[src/logic/exp_defines.svh]
// Offsets, reset values and timing counts of the I/O expander
`ifndef EXP_DEFINES_SVH
`define EXP_DEFINES_SVH

// Register offsets, selected by the command byte
`define EXP_IN0      8'h00
`define EXP_IN1      8'h01
`define EXP_OUT0     8'h02
`define EXP_OUT1     8'h03
`define EXP_POL0     8'h04
`define EXP_POL1     8'h05
`define EXP_DIR0     8'h06
`define EXP_DIR1     8'h07
`define EXP_DRV0     8'h40
`define EXP_DRV1     8'h41
`define EXP_DRV2     8'h42
`define EXP_DRV3     8'h43
`define EXP_LAT0     8'h44
`define EXP_LAT1     8'h45
`define EXP_PEN0     8'h46
`define EXP_PEN1     8'h47
`define EXP_PSEL0    8'h48
`define EXP_PSEL1    8'h49
`define EXP_MSK0     8'h4a
`define EXP_MSK1     8'h4b
`define EXP_STAT0    8'h4c
`define EXP_STAT1    8'h4d
`define EXP_OCFG     8'h4f

// Reset values
`define EXP_RST_DIR  16'hffff
`define EXP_RST_OUT  16'hffff
`define EXP_RST_POL  16'h0000
`define EXP_RST_DRV  32'hffff_ffff
`define EXP_RST_LAT  16'h0000
`define EXP_RST_PEN  16'h0000
`define EXP_RST_PSEL 16'hffff
`define EXP_RST_MSK  16'hffff
`define EXP_RST_OCFG 2'h0

// Slave address: upper six bits fixed, lowest bit from the strap
`define EXP_ADDR_BASE 6'h10

// Timing
`define EXP_CLK_NS   25
`define EXP_SPIKE_NS 50
`define EXP_SPIKE_CYC ((`EXP_SPIKE_NS + `EXP_CLK_NS - 1) / `EXP_CLK_NS)

`endif

[src/logic/exp_pkg.sv]
// Types shared by the I/O expander modules
package exp_pkg;

  typedef enum logic [2:0] {
    ST_IDLE = 3'b000,
    ST_ADDR = 3'b001,
    ST_CMD  = 3'b010,
    ST_WR   = 3'b011,
    ST_RD   = 3'b100
  } exp_state_e;

  typedef struct packed {
    logic scl;
    logic sda;
  } exp_line_s;

  typedef struct packed {
    logic dir_in;
    logic out_val;
    logic od;
  } exp_pin_ctl_s;

endpackage : exp_pkg

[src/logic/exp_filt.sv]
// Synchroniser and spike filter for the serial clock and data lines
`timescale 1ns/1ps
`include "exp_defines.svh"
module exp_filt #(
  parameter int CYC = `EXP_SPIKE_CYC
) (
  // Clock and reset
  input  wire logic           sys_clk,
  input  wire logic           rst,
  // Raw and filtered lines
  input  wire logic           scl_raw,
  input  wire logic           sda_raw,
  output exp_pkg::exp_line_s  clean
);

  logic [1:0] raw;
  logic [1:0] outv;

  assign raw   = {scl_raw, sda_raw};
  assign clean = exp_pkg::exp_line_s'(outv);

  for (genvar b = 0; b < 2; b++) begin : g_line
    logic       s1;
    logic       s2;
    logic [3:0] cnt;

    always_ff @(posedge sys_clk) begin
      if (rst) begin
        s1 <= 1'b1;
        s2 <= 1'b1;
      end else begin
        s1 <= raw[b];
        s2 <= s1;
      end
    end

    // Level must hold CYC cycles before it passes, so short spikes die here
    always_ff @(posedge sys_clk) begin
      if (rst) begin
        cnt     <= 4'h0;
        outv[b] <= 1'b1;
      end else if (s2 == outv[b]) begin
        cnt <= 4'h0;
      end else if (cnt >= 4'(CYC - 1)) begin
        cnt     <= 4'h0;
        outv[b] <= s2;
      end else begin
        cnt <= cnt + 4'h1;
      end
    end
  end

endmodule : exp_filt

[src/logic/exp_pin.sv]
// One port pin: output stage and input synchroniser
`timescale 1ns/1ps
module exp_pin (
  // Clock and reset
  input  wire logic                 sys_clk,
  input  wire logic                 rst,
  // Control
  input  wire exp_pkg::exp_pin_ctl_s ctl,
  // Pad
  input  wire logic                 pad_i,
  output logic                      pad_o,
  output logic                      pad_oe,
  // Synchronised level
  output logic                      lvl
);

  logic s1;

  // Reset keeps the pad released, so nothing toggles during power-up
  always_ff @(posedge sys_clk) begin
    if (rst) begin
      pad_o  <= 1'b0;
      pad_oe <= 1'b0;
    end else if (ctl.dir_in) begin
      pad_o  <= 1'b0;
      pad_oe <= 1'b0;
    end else if (ctl.od) begin
      pad_o  <= 1'b0;
      pad_oe <= ~ctl.out_val;
    end else begin
      pad_o  <= ctl.out_val;
      pad_oe <= 1'b1;
    end
  end

  always_ff @(posedge sys_clk) begin
    if (rst) begin
      s1  <= 1'b0;
      lvl <= 1'b0;
    end else begin
      s1  <= pad_i;
      lvl <= s1;
    end
  end

endmodule : exp_pin

[src/logic/exp_top.sv]
// Sixteen-pin I/O expander behind a two-wire serial slave
// How it works
// - All sixteen pins are inputs after reset
// - Every interrupt mask bit resets to masked
// - Direction bit decides drive or release per pin
// - Direction, input, output, polarity as byte pairs
// - Polarity bit inverts the reported input level
// - Reset pin low equals full power-on reset
// - Alert pulled low on unmasked input change
// - Latched inputs hold changes until input read
// - Masked pins never raise the alert
// - Read-only status shows which pins alerted
// - Per-bank push-pull or open-drain outputs
// - Four drive strength levels per pin
// - Per-pin pull enable and up/down select
// - Address strap picks one of two addresses
// - Output register held and driven until rewritten
// - Serial clock and data are spike filtered
// - No pin glitches while power-up runs
`timescale 1ns/1ps
`include "exp_defines.svh"
module exp_top #(
  parameter logic [5:0] ADDR_BASE = `EXP_ADDR_BASE
) (
  // Clock and power-on reset
  input  wire logic        sys_clk,
  input  wire logic        rst,
  // Reset and address strap pins
  input  wire logic        reset_n,
  input  wire logic        addr_strap,
  // Serial bus
  input  wire logic        scl_i,
  input  wire logic        sda_i,
  output logic             sda_o,
  output logic             sda_oe,
  // Alert, open drain, active low
  output logic             alert_n_o,
  output logic             alert_n_oe,
  // Port pins
  input  wire logic [15:0] gpio_i,
  output logic      [15:0] gpio_o,
  output logic      [15:0] gpio_oe,
  // Pad settings
  output logic      [31:0] drive_str,
  output logic      [15:0] pull_en,
  output logic      [15:0] pull_up
);

  ////////////////////////////////////////////////////////////////////////
  // Reset and strap

  logic       rstn_s1;
  logic       rstn_s2;
  logic       ireset;
  logic       adr_s1;
  logic       adr_s2;
  logic       addr_lsb;
  logic [1:0] prime_cnt;
  logic       primed;

  always_ff @(posedge sys_clk) begin
    if (rst) begin
      rstn_s1 <= 1'b0;
      rstn_s2 <= 1'b0;
      adr_s1  <= 1'b0;
      adr_s2  <= 1'b0;
    end else begin
      rstn_s1 <= reset_n;
      rstn_s2 <= rstn_s1;
      adr_s1  <= addr_strap;
      adr_s2  <= adr_s1;
    end
  end

  // Pin reset takes the same path as power-on
  assign ireset = rst | ~rstn_s2;
  assign primed = (prime_cnt == 2'h3);

  // Waits for the synchronisers to fill before trusting pin levels
  always_ff @(posedge sys_clk) begin
    if (ireset) begin
      prime_cnt <= 2'h0;
    end else if (!primed) begin
      prime_cnt <= prime_cnt + 2'h1;
    end
  end

  always_ff @(posedge sys_clk) begin
    if (ireset) begin
      addr_lsb <= 1'b0;
    end else if (prime_cnt == 2'h2) begin
      addr_lsb <= adr_s2;
    end
  end

  ////////////////////////////////////////////////////////////////////////
  // Bus line filtering and events

  exp_pkg::exp_line_s line;
  logic               scl_d;
  logic               sda_d;
  logic               scl_rise;
  logic               scl_fall;
  logic               start_ev;
  logic               stop_ev;

  exp_filt u_filt (
    .sys_clk (sys_clk),
    .rst     (ireset),
    .scl_raw (scl_i),
    .sda_raw (sda_i),
    .clean   (line)
  );

  always_ff @(posedge sys_clk) begin
    if (ireset) begin
      scl_d <= 1'b1;
      sda_d <= 1'b1;
    end else begin
      scl_d <= line.scl;
      sda_d <= line.sda;
    end
  end

  assign scl_rise = line.scl & ~scl_d;
  assign scl_fall = ~line.scl & scl_d;
  assign start_ev = line.scl & scl_d & sda_d & ~line.sda;
  assign stop_ev  = line.scl & scl_d & ~sda_d & line.sda;

  ////////////////////////////////////////////////////////////////////////
  // Register storage

  logic [15:0] dir_in;
  logic [15:0] out_reg;
  logic [15:0] pol;
  logic [15:0] lat_en;
  logic [15:0] msk;
  logic [1:0]  ocfg;
  logic [15:0] int_stat;
  logic [15:0] in_val;
  logic [7:0]  ptr;
  logic [7:0]  shreg;
  logic        wr_stb;

  // Defaults: inputs, masked, pull-up selected, strongest drive
  always_ff @(posedge sys_clk) begin
    if (ireset) begin
      dir_in    <= `EXP_RST_DIR;
      out_reg   <= `EXP_RST_OUT;
      pol       <= `EXP_RST_POL;
      drive_str <= `EXP_RST_DRV;
      lat_en    <= `EXP_RST_LAT;
      pull_en   <= `EXP_RST_PEN;
      pull_up   <= `EXP_RST_PSEL;
      msk       <= `EXP_RST_MSK;
      ocfg      <= `EXP_RST_OCFG;
    end else if (wr_stb) begin
      case (ptr)
        `EXP_OUT0:  out_reg[7:0]     <= shreg;
        `EXP_OUT1:  out_reg[15:8]    <= shreg;
        `EXP_POL0:  pol[7:0]         <= shreg;
        `EXP_POL1:  pol[15:8]        <= shreg;
        `EXP_DIR0:  dir_in[7:0]      <= shreg;
        `EXP_DIR1:  dir_in[15:8]     <= shreg;
        `EXP_DRV0:  drive_str[7:0]   <= shreg;
        `EXP_DRV1:  drive_str[15:8]  <= shreg;
        `EXP_DRV2:  drive_str[23:16] <= shreg;
        `EXP_DRV3:  drive_str[31:24] <= shreg;
        `EXP_LAT0:  lat_en[7:0]      <= shreg;
        `EXP_LAT1:  lat_en[15:8]     <= shreg;
        `EXP_PEN0:  pull_en[7:0]     <= shreg;
        `EXP_PEN1:  pull_en[15:8]    <= shreg;
        `EXP_PSEL0: pull_up[7:0]     <= shreg;
        `EXP_PSEL1: pull_up[15:8]    <= shreg;
        `EXP_MSK0:  msk[7:0]         <= shreg;
        `EXP_MSK1:  msk[15:8]        <= shreg;
        `EXP_OCFG:  ocfg             <= shreg[1:0];
        // Input and status are read-only; unknown offsets are dropped
        default: ;
      endcase
    end
  end

  function automatic logic [7:0] rd_byte(input logic [7:0] a);
    logic [7:0] r;
    r = 8'h00;
    case (a)
      `EXP_IN0:   r = in_val[7:0];
      `EXP_IN1:   r = in_val[15:8];
      `EXP_OUT0:  r = out_reg[7:0];
      `EXP_OUT1:  r = out_reg[15:8];
      `EXP_POL0:  r = pol[7:0];
      `EXP_POL1:  r = pol[15:8];
      `EXP_DIR0:  r = dir_in[7:0];
      `EXP_DIR1:  r = dir_in[15:8];
      `EXP_DRV0:  r = drive_str[7:0];
      `EXP_DRV1:  r = drive_str[15:8];
      `EXP_DRV2:  r = drive_str[23:16];
      `EXP_DRV3:  r = drive_str[31:24];
      `EXP_LAT0:  r = lat_en[7:0];
      `EXP_LAT1:  r = lat_en[15:8];
      `EXP_PEN0:  r = pull_en[7:0];
      `EXP_PEN1:  r = pull_en[15:8];
      `EXP_PSEL0: r = pull_up[7:0];
      `EXP_PSEL1: r = pull_up[15:8];
      `EXP_MSK0:  r = msk[7:0];
      `EXP_MSK1:  r = msk[15:8];
      `EXP_STAT0: r = int_stat[7:0];
      `EXP_STAT1: r = int_stat[15:8];
      `EXP_OCFG:  r = {6'h00, ocfg};
      default:    r = 8'h00;
    endcase
    return r;
  endfunction : rd_byte

  // Byte pairs wrap within the pair, drive strength within its four
  function automatic logic [7:0] nxt_ptr(input logic [7:0] a);
    logic [7:0] n;
    n = {a[7:1], ~a[0]};
    if (a[7:2] == 6'h10) begin
      n = {a[7:2], a[1:0] + 2'h1};
    end
    return n;
  endfunction : nxt_ptr

  ////////////////////////////////////////////////////////////////////////
  // Port pins

  logic [15:0] lvl;

  for (genvar i = 0; i < 16; i++) begin : g_pin
    exp_pkg::exp_pin_ctl_s ctl;
    assign ctl.dir_in  = dir_in[i];
    assign ctl.out_val = out_reg[i];
    assign ctl.od      = ocfg[i / 8];

    exp_pin u_pin (
      .sys_clk (sys_clk),
      .rst     (ireset),
      .ctl     (ctl),
      .pad_i   (gpio_i[i]),
      .pad_o   (gpio_o[i]),
      .pad_oe  (gpio_oe[i]),
      .lvl     (lvl[i])
    );
  end

  ////////////////////////////////////////////////////////////////////////
  // Input capture, latching and change detection

  logic [1:0]  rd_clr;
  logic [15:0] change;
  logic [15:0] next_stat;

  for (genvar i = 0; i < 16; i++) begin : g_chg
    logic live;
    logic snap;
    logic hold;
    logic lval;

    assign live      = lvl[i] ^ pol[i];
    assign in_val[i] = hold ? lval : live;
    assign change[i] = dir_in[i] & (lat_en[i] ? hold : (live != snap));

    // Snapshot takes the value just read, so a change racing the read is kept
    always_ff @(posedge sys_clk) begin
      if (ireset) begin
        snap <= 1'b0;
        hold <= 1'b0;
        lval <= 1'b0;
      end else if (!primed) begin
        snap <= live;
      end else if (rd_clr[i / 8]) begin
        snap <= in_val[i];
        hold <= 1'b0;
      end else if (lat_en[i] && !hold && live != snap) begin
        hold <= 1'b1;
        lval <= live;
      end
    end
  end

  assign next_stat = change & ~msk;

  always_ff @(posedge sys_clk) begin
    if (ireset) begin
      int_stat   <= 16'h0000;
      alert_n_o  <= 1'b0;
      alert_n_oe <= 1'b0;
    end else begin
      int_stat   <= next_stat;
      alert_n_o  <= 1'b0;
      alert_n_oe <= |next_stat;
    end
  end

  ////////////////////////////////////////////////////////////////////////
  // Serial slave state machine

  exp_pkg::exp_state_e st;
  logic [3:0]          bitcnt;
  logic                mack;
  logic [6:0]          my_addr;
  logic [7:0]          rd_now;

  assign my_addr = {ADDR_BASE, addr_lsb};
  always_comb rd_now = rd_byte(ptr);

  // Start and stop override everything; bus engine resets with the rest
  always_ff @(posedge sys_clk) begin
    if (ireset) begin
      st     <= exp_pkg::ST_IDLE;
      bitcnt <= 4'h0;
      shreg  <= 8'h00;
      ptr    <= 8'h00;
      mack   <= 1'b0;
      sda_o  <= 1'b0;
      sda_oe <= 1'b0;
      wr_stb <= 1'b0;
      rd_clr <= 2'b00;
    end else begin
      wr_stb <= 1'b0;
      rd_clr <= 2'b00;
      sda_o  <= 1'b0;
      if (wr_stb) begin
        ptr <= nxt_ptr(ptr);
      end
      if (start_ev) begin
        st     <= exp_pkg::ST_ADDR;
        bitcnt <= 4'hf; // Start's own clock fall wraps this to zero
        sda_oe <= 1'b0;
      end else if (stop_ev) begin
        st     <= exp_pkg::ST_IDLE;
        sda_oe <= 1'b0;
      end else if (st != exp_pkg::ST_IDLE && scl_rise) begin
        if (bitcnt == 4'h8) begin
          mack <= ~line.sda;
        end else if (st != exp_pkg::ST_RD) begin
          shreg <= {shreg[6:0], line.sda};
        end
      end else if (st != exp_pkg::ST_IDLE && scl_fall) begin
        if (bitcnt == 4'h7) begin
          bitcnt <= 4'h8;
          unique case (st)
            exp_pkg::ST_ADDR: begin
              if (shreg[7:1] == my_addr) begin
                sda_oe <= 1'b1;
                mack   <= 1'b1;
                st     <= shreg[0] ? exp_pkg::ST_RD : exp_pkg::ST_CMD;
              end else begin
                st <= exp_pkg::ST_IDLE;
              end
            end
            exp_pkg::ST_CMD: begin
              ptr    <= shreg;
              sda_oe <= 1'b1;
              st     <= exp_pkg::ST_WR;
            end
            exp_pkg::ST_WR: begin
              wr_stb <= 1'b1;
              sda_oe <= 1'b1;
            end
            exp_pkg::ST_RD: begin
              ptr    <= nxt_ptr(ptr);
              sda_oe <= 1'b0;
            end
            exp_pkg::ST_IDLE: ;
          endcase
        end else if (bitcnt == 4'h8) begin
          bitcnt <= 4'h0;
          sda_oe <= 1'b0;
          if (st == exp_pkg::ST_RD) begin
            if (mack) begin
              shreg  <= rd_now;
              sda_oe <= ~rd_now[7];
              if (ptr == `EXP_IN0) begin
                rd_clr <= 2'b01;
              end
              if (ptr == `EXP_IN1) begin
                rd_clr <= 2'b10;
              end
            end else begin
              st <= exp_pkg::ST_IDLE;
            end
          end
        end else begin
          bitcnt <= bitcnt + 4'h1;
          if (st == exp_pkg::ST_RD) begin
            shreg  <= {shreg[6:0], 1'b0};
            sda_oe <= ~shreg[6];
          end
        end
      end
    end
  end

endmodule : exp_top

[config.mk]
export PLATFORM = sky130hd
export DESIGN_NAME = exp_top
export DESIGN_NICKNAME = d
export VERILOG_FILES = /design/src/logic/exp_pkg.sv /design/src/logic/exp_filt.sv /design/src/logic/exp_pin.sv /design/src/logic/exp_top.sv
export VERILOG_INCLUDE_DIRS = /design/src /design/src/logic
export SDC_FILE = /design/constraint.sdc
export NUM_CORES = 1
export LEC_CHECK = 0
export BUFFER_PORTS_ARGS = -buffer_cell sky130_fd_sc_hd__buf_4
export CORE_MARGIN = 8
export CORE_UTILIZATION = 25
export DETAILED_ROUTE_END_ITERATION = 6
export HOLD_SLACK_MARGIN = 0.03
export MAX_ROUTING_LAYER = met4
export PLACE_DENSITY = 0.38
export SYNTH_ARGS = -nofsm -noshare
export SYNTH_HDL_FRONTEND = slang
export SYNTH_SLANG_ARGS = --single-unit
[constraint.sdc]
create_clock -name sys_clk -period 3.4 [get_ports sys_clk]
set_clock_uncertainty 0.1 [all_clocks]
set_input_delay 0.17 -clock sys_clk [delete_from_list [all_inputs] [get_ports sys_clk]]
set_output_delay 0.17 -clock sys_clk [all_outputs]
set_load 0.02 [all_outputs]
== After elaboration in Yosys (flattened, before gate mapping) ==
Cells that the tools add are included.
W data, S select, Z words.

* $add $sub $neg: 5
* $lt $le $gt $ge: 2
* Equal/unequal tests: 68
* Multiplexer cells: 162
* Bitwise gates (word level): 78
* Reduce and logical (&&, ||, !) cells: 179

{| class="wikitable"
|+ Operators with widths
! operator !! number
|-
| $pmux W8 S23 || 1
|-
| $mux W1 || 129
|-
| $eq A8 B7 Y1 const B || 15
|-
| $mux W8 || 14
|-
| $reduce_and A2 Y1 || 37
|-
| $reduce_or A3 Y1 || 19
|-
| $reduce_and A3 Y1 || 17
|-
| $reduce_bool A2 Y1 || 24
|-
| $not A1 Y1 || 36
|-
| $logic_and A1 B1 Y1 || 34
|-
| $reduce_or A2 Y1 || 17
|-
| $eq A8 B3 Y1 const B || 4
|-
| $mux W4 || 6
|-
| $and A1 B1 Y1 || 23
|-
| $mux W3 || 6
|-
| $and A16 B16 Y16 || 1
|-
| $eq A8 B2 Y1 const B || 2
|-
| $logic_not A1 Y1 || 16
|-
| $ne A1 B1 Y1 || 16
|-
| $not A16 Y16 || 1
|-
| $pmux W8 S2 || 1
|-
| $reduce_or A16 Y1 || 1
|-
| $xor A1 B1 Y1 || 16
|-
| $add A4 B1 Y4 const B || 3
|-
| 33 further kinds || 55
|}

* Flip-flop bits (word level): 326
* Bits of input ports: 22
* Output and inout bits: 100
* Logic and storage cells: 653

== Longest topological paths before layout ==
* Word-level depth: 9
* Depth in mapped cells: 10
* Depth with buffers taken out: 8

== Cells and area by module ==
A second synthesis with hierarchy kept.

* Cell total of the unflattened synthesis: 1709
* Area, all modules: 14599.0 um^2

{| class="wikitable"
|+ Modules (own cells, without submodules)
! module !! times used !! cells an instance !! area an instance (um^2) !! sequential area each (um^2)
|-
| exp_top || 1 || 1533 || 12134.1 || 4964.8
|-
| exp_pin || 16 || 8 || 120.1 || 80.1
|-
| exp_filt || 1 || 48 || 543.0 || 280.3
|}

== Worst setup path before layout ==
No wires, ideal clock.

* Kind: reg2reg
* From: register ptr[0]
* To: register shreg[6]
* Library setup time: 0.119 ns
* Arrival time: 1.968 ns
* Required time: 3.181 ns
* Setup slack: 1.213 ns
* Stages on the path, launching flop included: 9
* Path buffers: 0
* Period minus slack after synthesis: 2.187 ns
* Cell sequence: dfxtp_1 > inv_1 > ha_1 > a22o_1 > a221oi_1 > o22ai_1 > a311o_1 > o41a_1 > o221a_1

* Cells in the longest elaborated chain, start to end: 8
* Elaborated cells on any way between the ends: 30
* Those cells by class: 22 x eq/ne; 7 x mux; 1 x reduce/logical

{| class="wikitable"
|+ Ends and longest elaborated chain
! what !! RTL line !! source
|-
| from (decl) || exp_top.sv:141 || <nowiki>logic [7:0] ptr;</nowiki>
|-
| from (signal assigned) || exp_top.sv:326 || <nowiki>ptr <= nxt_ptr(ptr);</nowiki>
|-
| from (signal assigned) || exp_top.sv:355 || <nowiki>ptr <= shreg;</nowiki>
|-
| from (signal assigned) || exp_top.sv:364 || <nowiki>ptr <= nxt_ptr(ptr);</nowiki>
|-
| $eq A8 B7 Y1 (tied with other cells) || exp_top.sv:187 || <nowiki>case (a)</nowiki>
|-
| $pmux W8 S23 * || exp_top.sv:187 ||
|-
| $mux W8 * || exp_top.sv:373 || <nowiki>if (mack) begin</nowiki>
|-
| $mux W8 * || exp_top.sv:372 || <nowiki>if (st == exp_pkg::ST_RD) begin</nowiki>
|-
| $mux W8 * || exp_top.sv:369 || <nowiki>end else if (bitcnt == 4'h8) begin</nowiki>
|-
| $mux W8 * || exp_top.sv:342 || <nowiki>if (bitcnt == 4'h7) begin</nowiki>
|-
| $mux W8 * || exp_top.sv:341 || <nowiki>end else if (st != exp_pkg::ST_IDLE && scl_fall) begin</nowiki>
|-
| $mux W8 * || exp_top.sv:335 || <nowiki>end else if (st != exp_pkg::ST_IDLE && scl_rise) begin</nowiki>
|-
| to (signal assigned) || exp_top.sv:339 || <nowiki>shreg <= {shreg[6:0], line.sda};</nowiki>
|-
| to (signal assigned) || exp_top.sv:374 || <nowiki>shreg <= rd_now;</nowiki>
|-
| to (signal assigned) || exp_top.sv:389 || <nowiki>shreg <= {shreg[6:0], 1'b0};</nowiki>
|-
| to (decl) || exp_top.sv:142 || <nowiki>logic [7:0] shreg;</nowiki>
|}

Every way passes the cells marked *; elsewhere a longest branch is shown, timed or not. The select of a mux whose other input is x is not followed.
A chain may end at the register's enable or synchronous reset.

== Worst setup path in the final report ==
* From: register ptr[0]
* To: register shreg[3]

Same word-level chain as after synthesis.

==> flow_summary.ini <==
[finish]
largest_reg_flops = 32
drive_above_1_share_pct = 15.7
seqCellArea_um2 = 6530
multi_input_comb_area_um2 = 7180
top_register = drive_str
fin_util_pct = 31.0
nFillCells = 6069
areaGrowthSynthToFinish_pct = 23.5
nets = 1886
fin_area_um2 = 17800

[logic_synthesis]
synth_edf_count = 0
synthDistinctLibCells = 85
synth.yosys.seq_area_share_pct = 45.3
yosysMostFrequentCell = nand2_1
synth_cells = 1725
yosysTopAreaCell = dfxtp_1
netlist.area_leader.share_pct = 45.3
synth.avg_cell_area_um2 = 8.36
syn_area_um2 = 14400
synth_common_cells = nand2_1, dfxtp_1, nand3_1
synth_seq_cells = 326
synth_area_leaders = dfxtp_1, nand2_1, nand3_1
async_flop_share_pct = 0
synth_ff_type = dfxtp_1
yosysWarnings = 0

[timing]
setup_violations = 0
setup_tns_ns = 0
max_freq_mhz = 336
period_needed_ns = 2.97
rsz0062_at_grt = false
finalCritPeriodShare_pct = 87.4
slew-limit-headroom_pct = 31.3
worst_pin_slew_ns = 1.03
hold_viol = 0
slew_viol_final = 0
setup_slack_ns = 0.428

[placement]
place_hpwl_um = 48800
port_buffers = 119
gp_congestion = 0.954
place_area_um2 = 16200
pre_cts_slack_ns = 0.492

[global_routing]
grt_usage_pct = 20.3
grt_max_degree = 65
grt_pass1_wl_um = 96100
grt_pass1_vias = 13100
overflow = 0
antenna_found_initial = 4

[clock_network]
ctsResizeCount = 0
numClockSinks = 326
clk_pin_slew_ns = 0.06
clock_path_buffers = 3
cts_buffers = 42
htree_levels = 2
ctsHoldBuffers = 22
ctsRootBufferMaster = clkbuf_16
cts_tree = done
post-cts-setup-buffers = 0
clk_latency_ns = 0.58

[floorplan]
core_um2 = 57400
initial_core_util_pct = 25.1
die_w_um = 256
design.die.area_um2 = 65600
die_h_um = 256
ios = 122
rows = 88

[critical_path]
start_kind = flop
worstSetupEndpointType = flop
crit_arrival_ns = 3.31
reg2reg_slack_ns = 0.43
path_class = reg -> reg
rr_startpoint = ptr[0]$_SDFF_PP0_
timing.rr.end = shreg[3]$_SDFFE_PP0P_
cp.required_ns = 3.73
r2r_cells = 8
cp_max_fo = 20
cp-startpoint = ptr[0]$_SDFF_PP0_

[power]
vdd_ir_drop_max_mv = 0.302
power_leakage_uw = 0.00677
cellPowerDensity_nw_per_um2 = 467
power_uw = 8320

[detailed_routing]
wl_per_cell_um = 25.2
viasPerCell = 5.10
drtIter0Drc = 1125
drc_errors = 0
antenna_left = 0
dr.pass1.iters = 5
wl_um = 66900
vias = 13500

[worst_hold_path]
hp-class = in -> reg
holdCritStartpoint = scl_i
min_path_cells = 3
min_to = u_filt.g_line[1].s1$_SDFF_PP1_

[flow_run]
max-cap-violations = 0

[status]
status = finished clean
-- through the flow --
stage / std cells / hold slack (ns)
final: 2650 / 0.241
after global routing: 2650 / 0.221
after CTS: 2647 / 0.208
after detailed placement: 2549 / 0.260
after global placement: 2549 / 0.256
after floorplan: 1728 / 0.142
-- layer usage --
metal	part of all wire [%]	global-route usage, %
met2	44	30.2
met4	4.2	8.56
met5	0	-
met3	7.2	4.73
met1	44	26.1
-- cells in the final DEF (no fill, tap or decap), types with 9 or more instances in the layout --
cell type,count
and2_1,35
nand2b_1,31
o21bai_1,14
clkinv_2,9
xnor2_1,11
a211oi_1,20
nor3b_1,27
o21ai_0,48
dfxtp_1,325
nor2_1,99
dlygate4sd3_1,22
mux2i_1,17
nand3b_1,25
a21oi_1,109
ha_1,13
a311oi_1,11
a22o_1,9
and4b_1,9
nor3_1,13
o211ai_1,24
buf_4,188
inv_1,20
nand3_1,123
nand4_1,9
clkbuf_8,12
mux2_2,9
nor2b_1,26
a222oi_1,10
xor2_1,31
nand2_1,356
o22ai_1,13
clkbuf_16,43
a31oi_1,23
a22oi_1,36
-- power breakdown --
group          leakage, uW  total, uW  switching, uW  internal (uW)
sequential         0.00263       3830           2.58           3830
combinational      0.00346       97.1           51.5           45.5
clock             0.000677       4390           1810           2580
total              0.00677       8320           1860           6460
-- worst max-delay path, stage by stage, from the launching register on --
cell and delay, ns:
dfxtp_1 0.40, inv_1 0.09, ha_1 0.39, buf_4 0.32, a222oi_1 0.45, o221ai_1 0.20, a211o_1 0.37, o31ai_1 0.38
a31oi_1 0.13
-- area by class of cell --
type / instances / area share [%]
multi-input cells: 1246 / 40.4
flip-flops and latches: 326 / 36.7
repair buffers: 213 / 9.50
clock buffers: 62 / 7.12
well taps: 765 / 5.38
clock inverters: 14 / 0.492
inverters: 21 / 0.443
diodes: 3 / 0.0422
-- worst max path at each step --
stage,to,slack (ns),cells after the start
detailed placement,shreg[3]$_SDFFE_PP0P_,0.49,8
CTS,shreg[3]$_SDFFE_PP0P_,0.47,8
finish,shreg[3]$_SDFFE_PP0P_,0.43,8
global route,shreg[3]$_SDFFE_PP0P_,0.29,8
floorplan,shreg[6]$_SDFFE_PP0P_,1.21,8
global placement,shreg[3]$_SDFFE_PP0P_,0.61,8
-- kinds of logic (layout without fill, tap and decap cells) --
family,after synthesis,after routing,synth area share [%]
other cells,1,7,0.0260
compound gates,370,370,17.4
simple gates,790,790,26.6
buf+inv,156,310,5.09
flops,326,326,45.3
xor+xnor,42,42,2.55
fa+ha+maj,14,14,1.22
mux,26,26,1.88
Power figures use the tool's default switching activity.
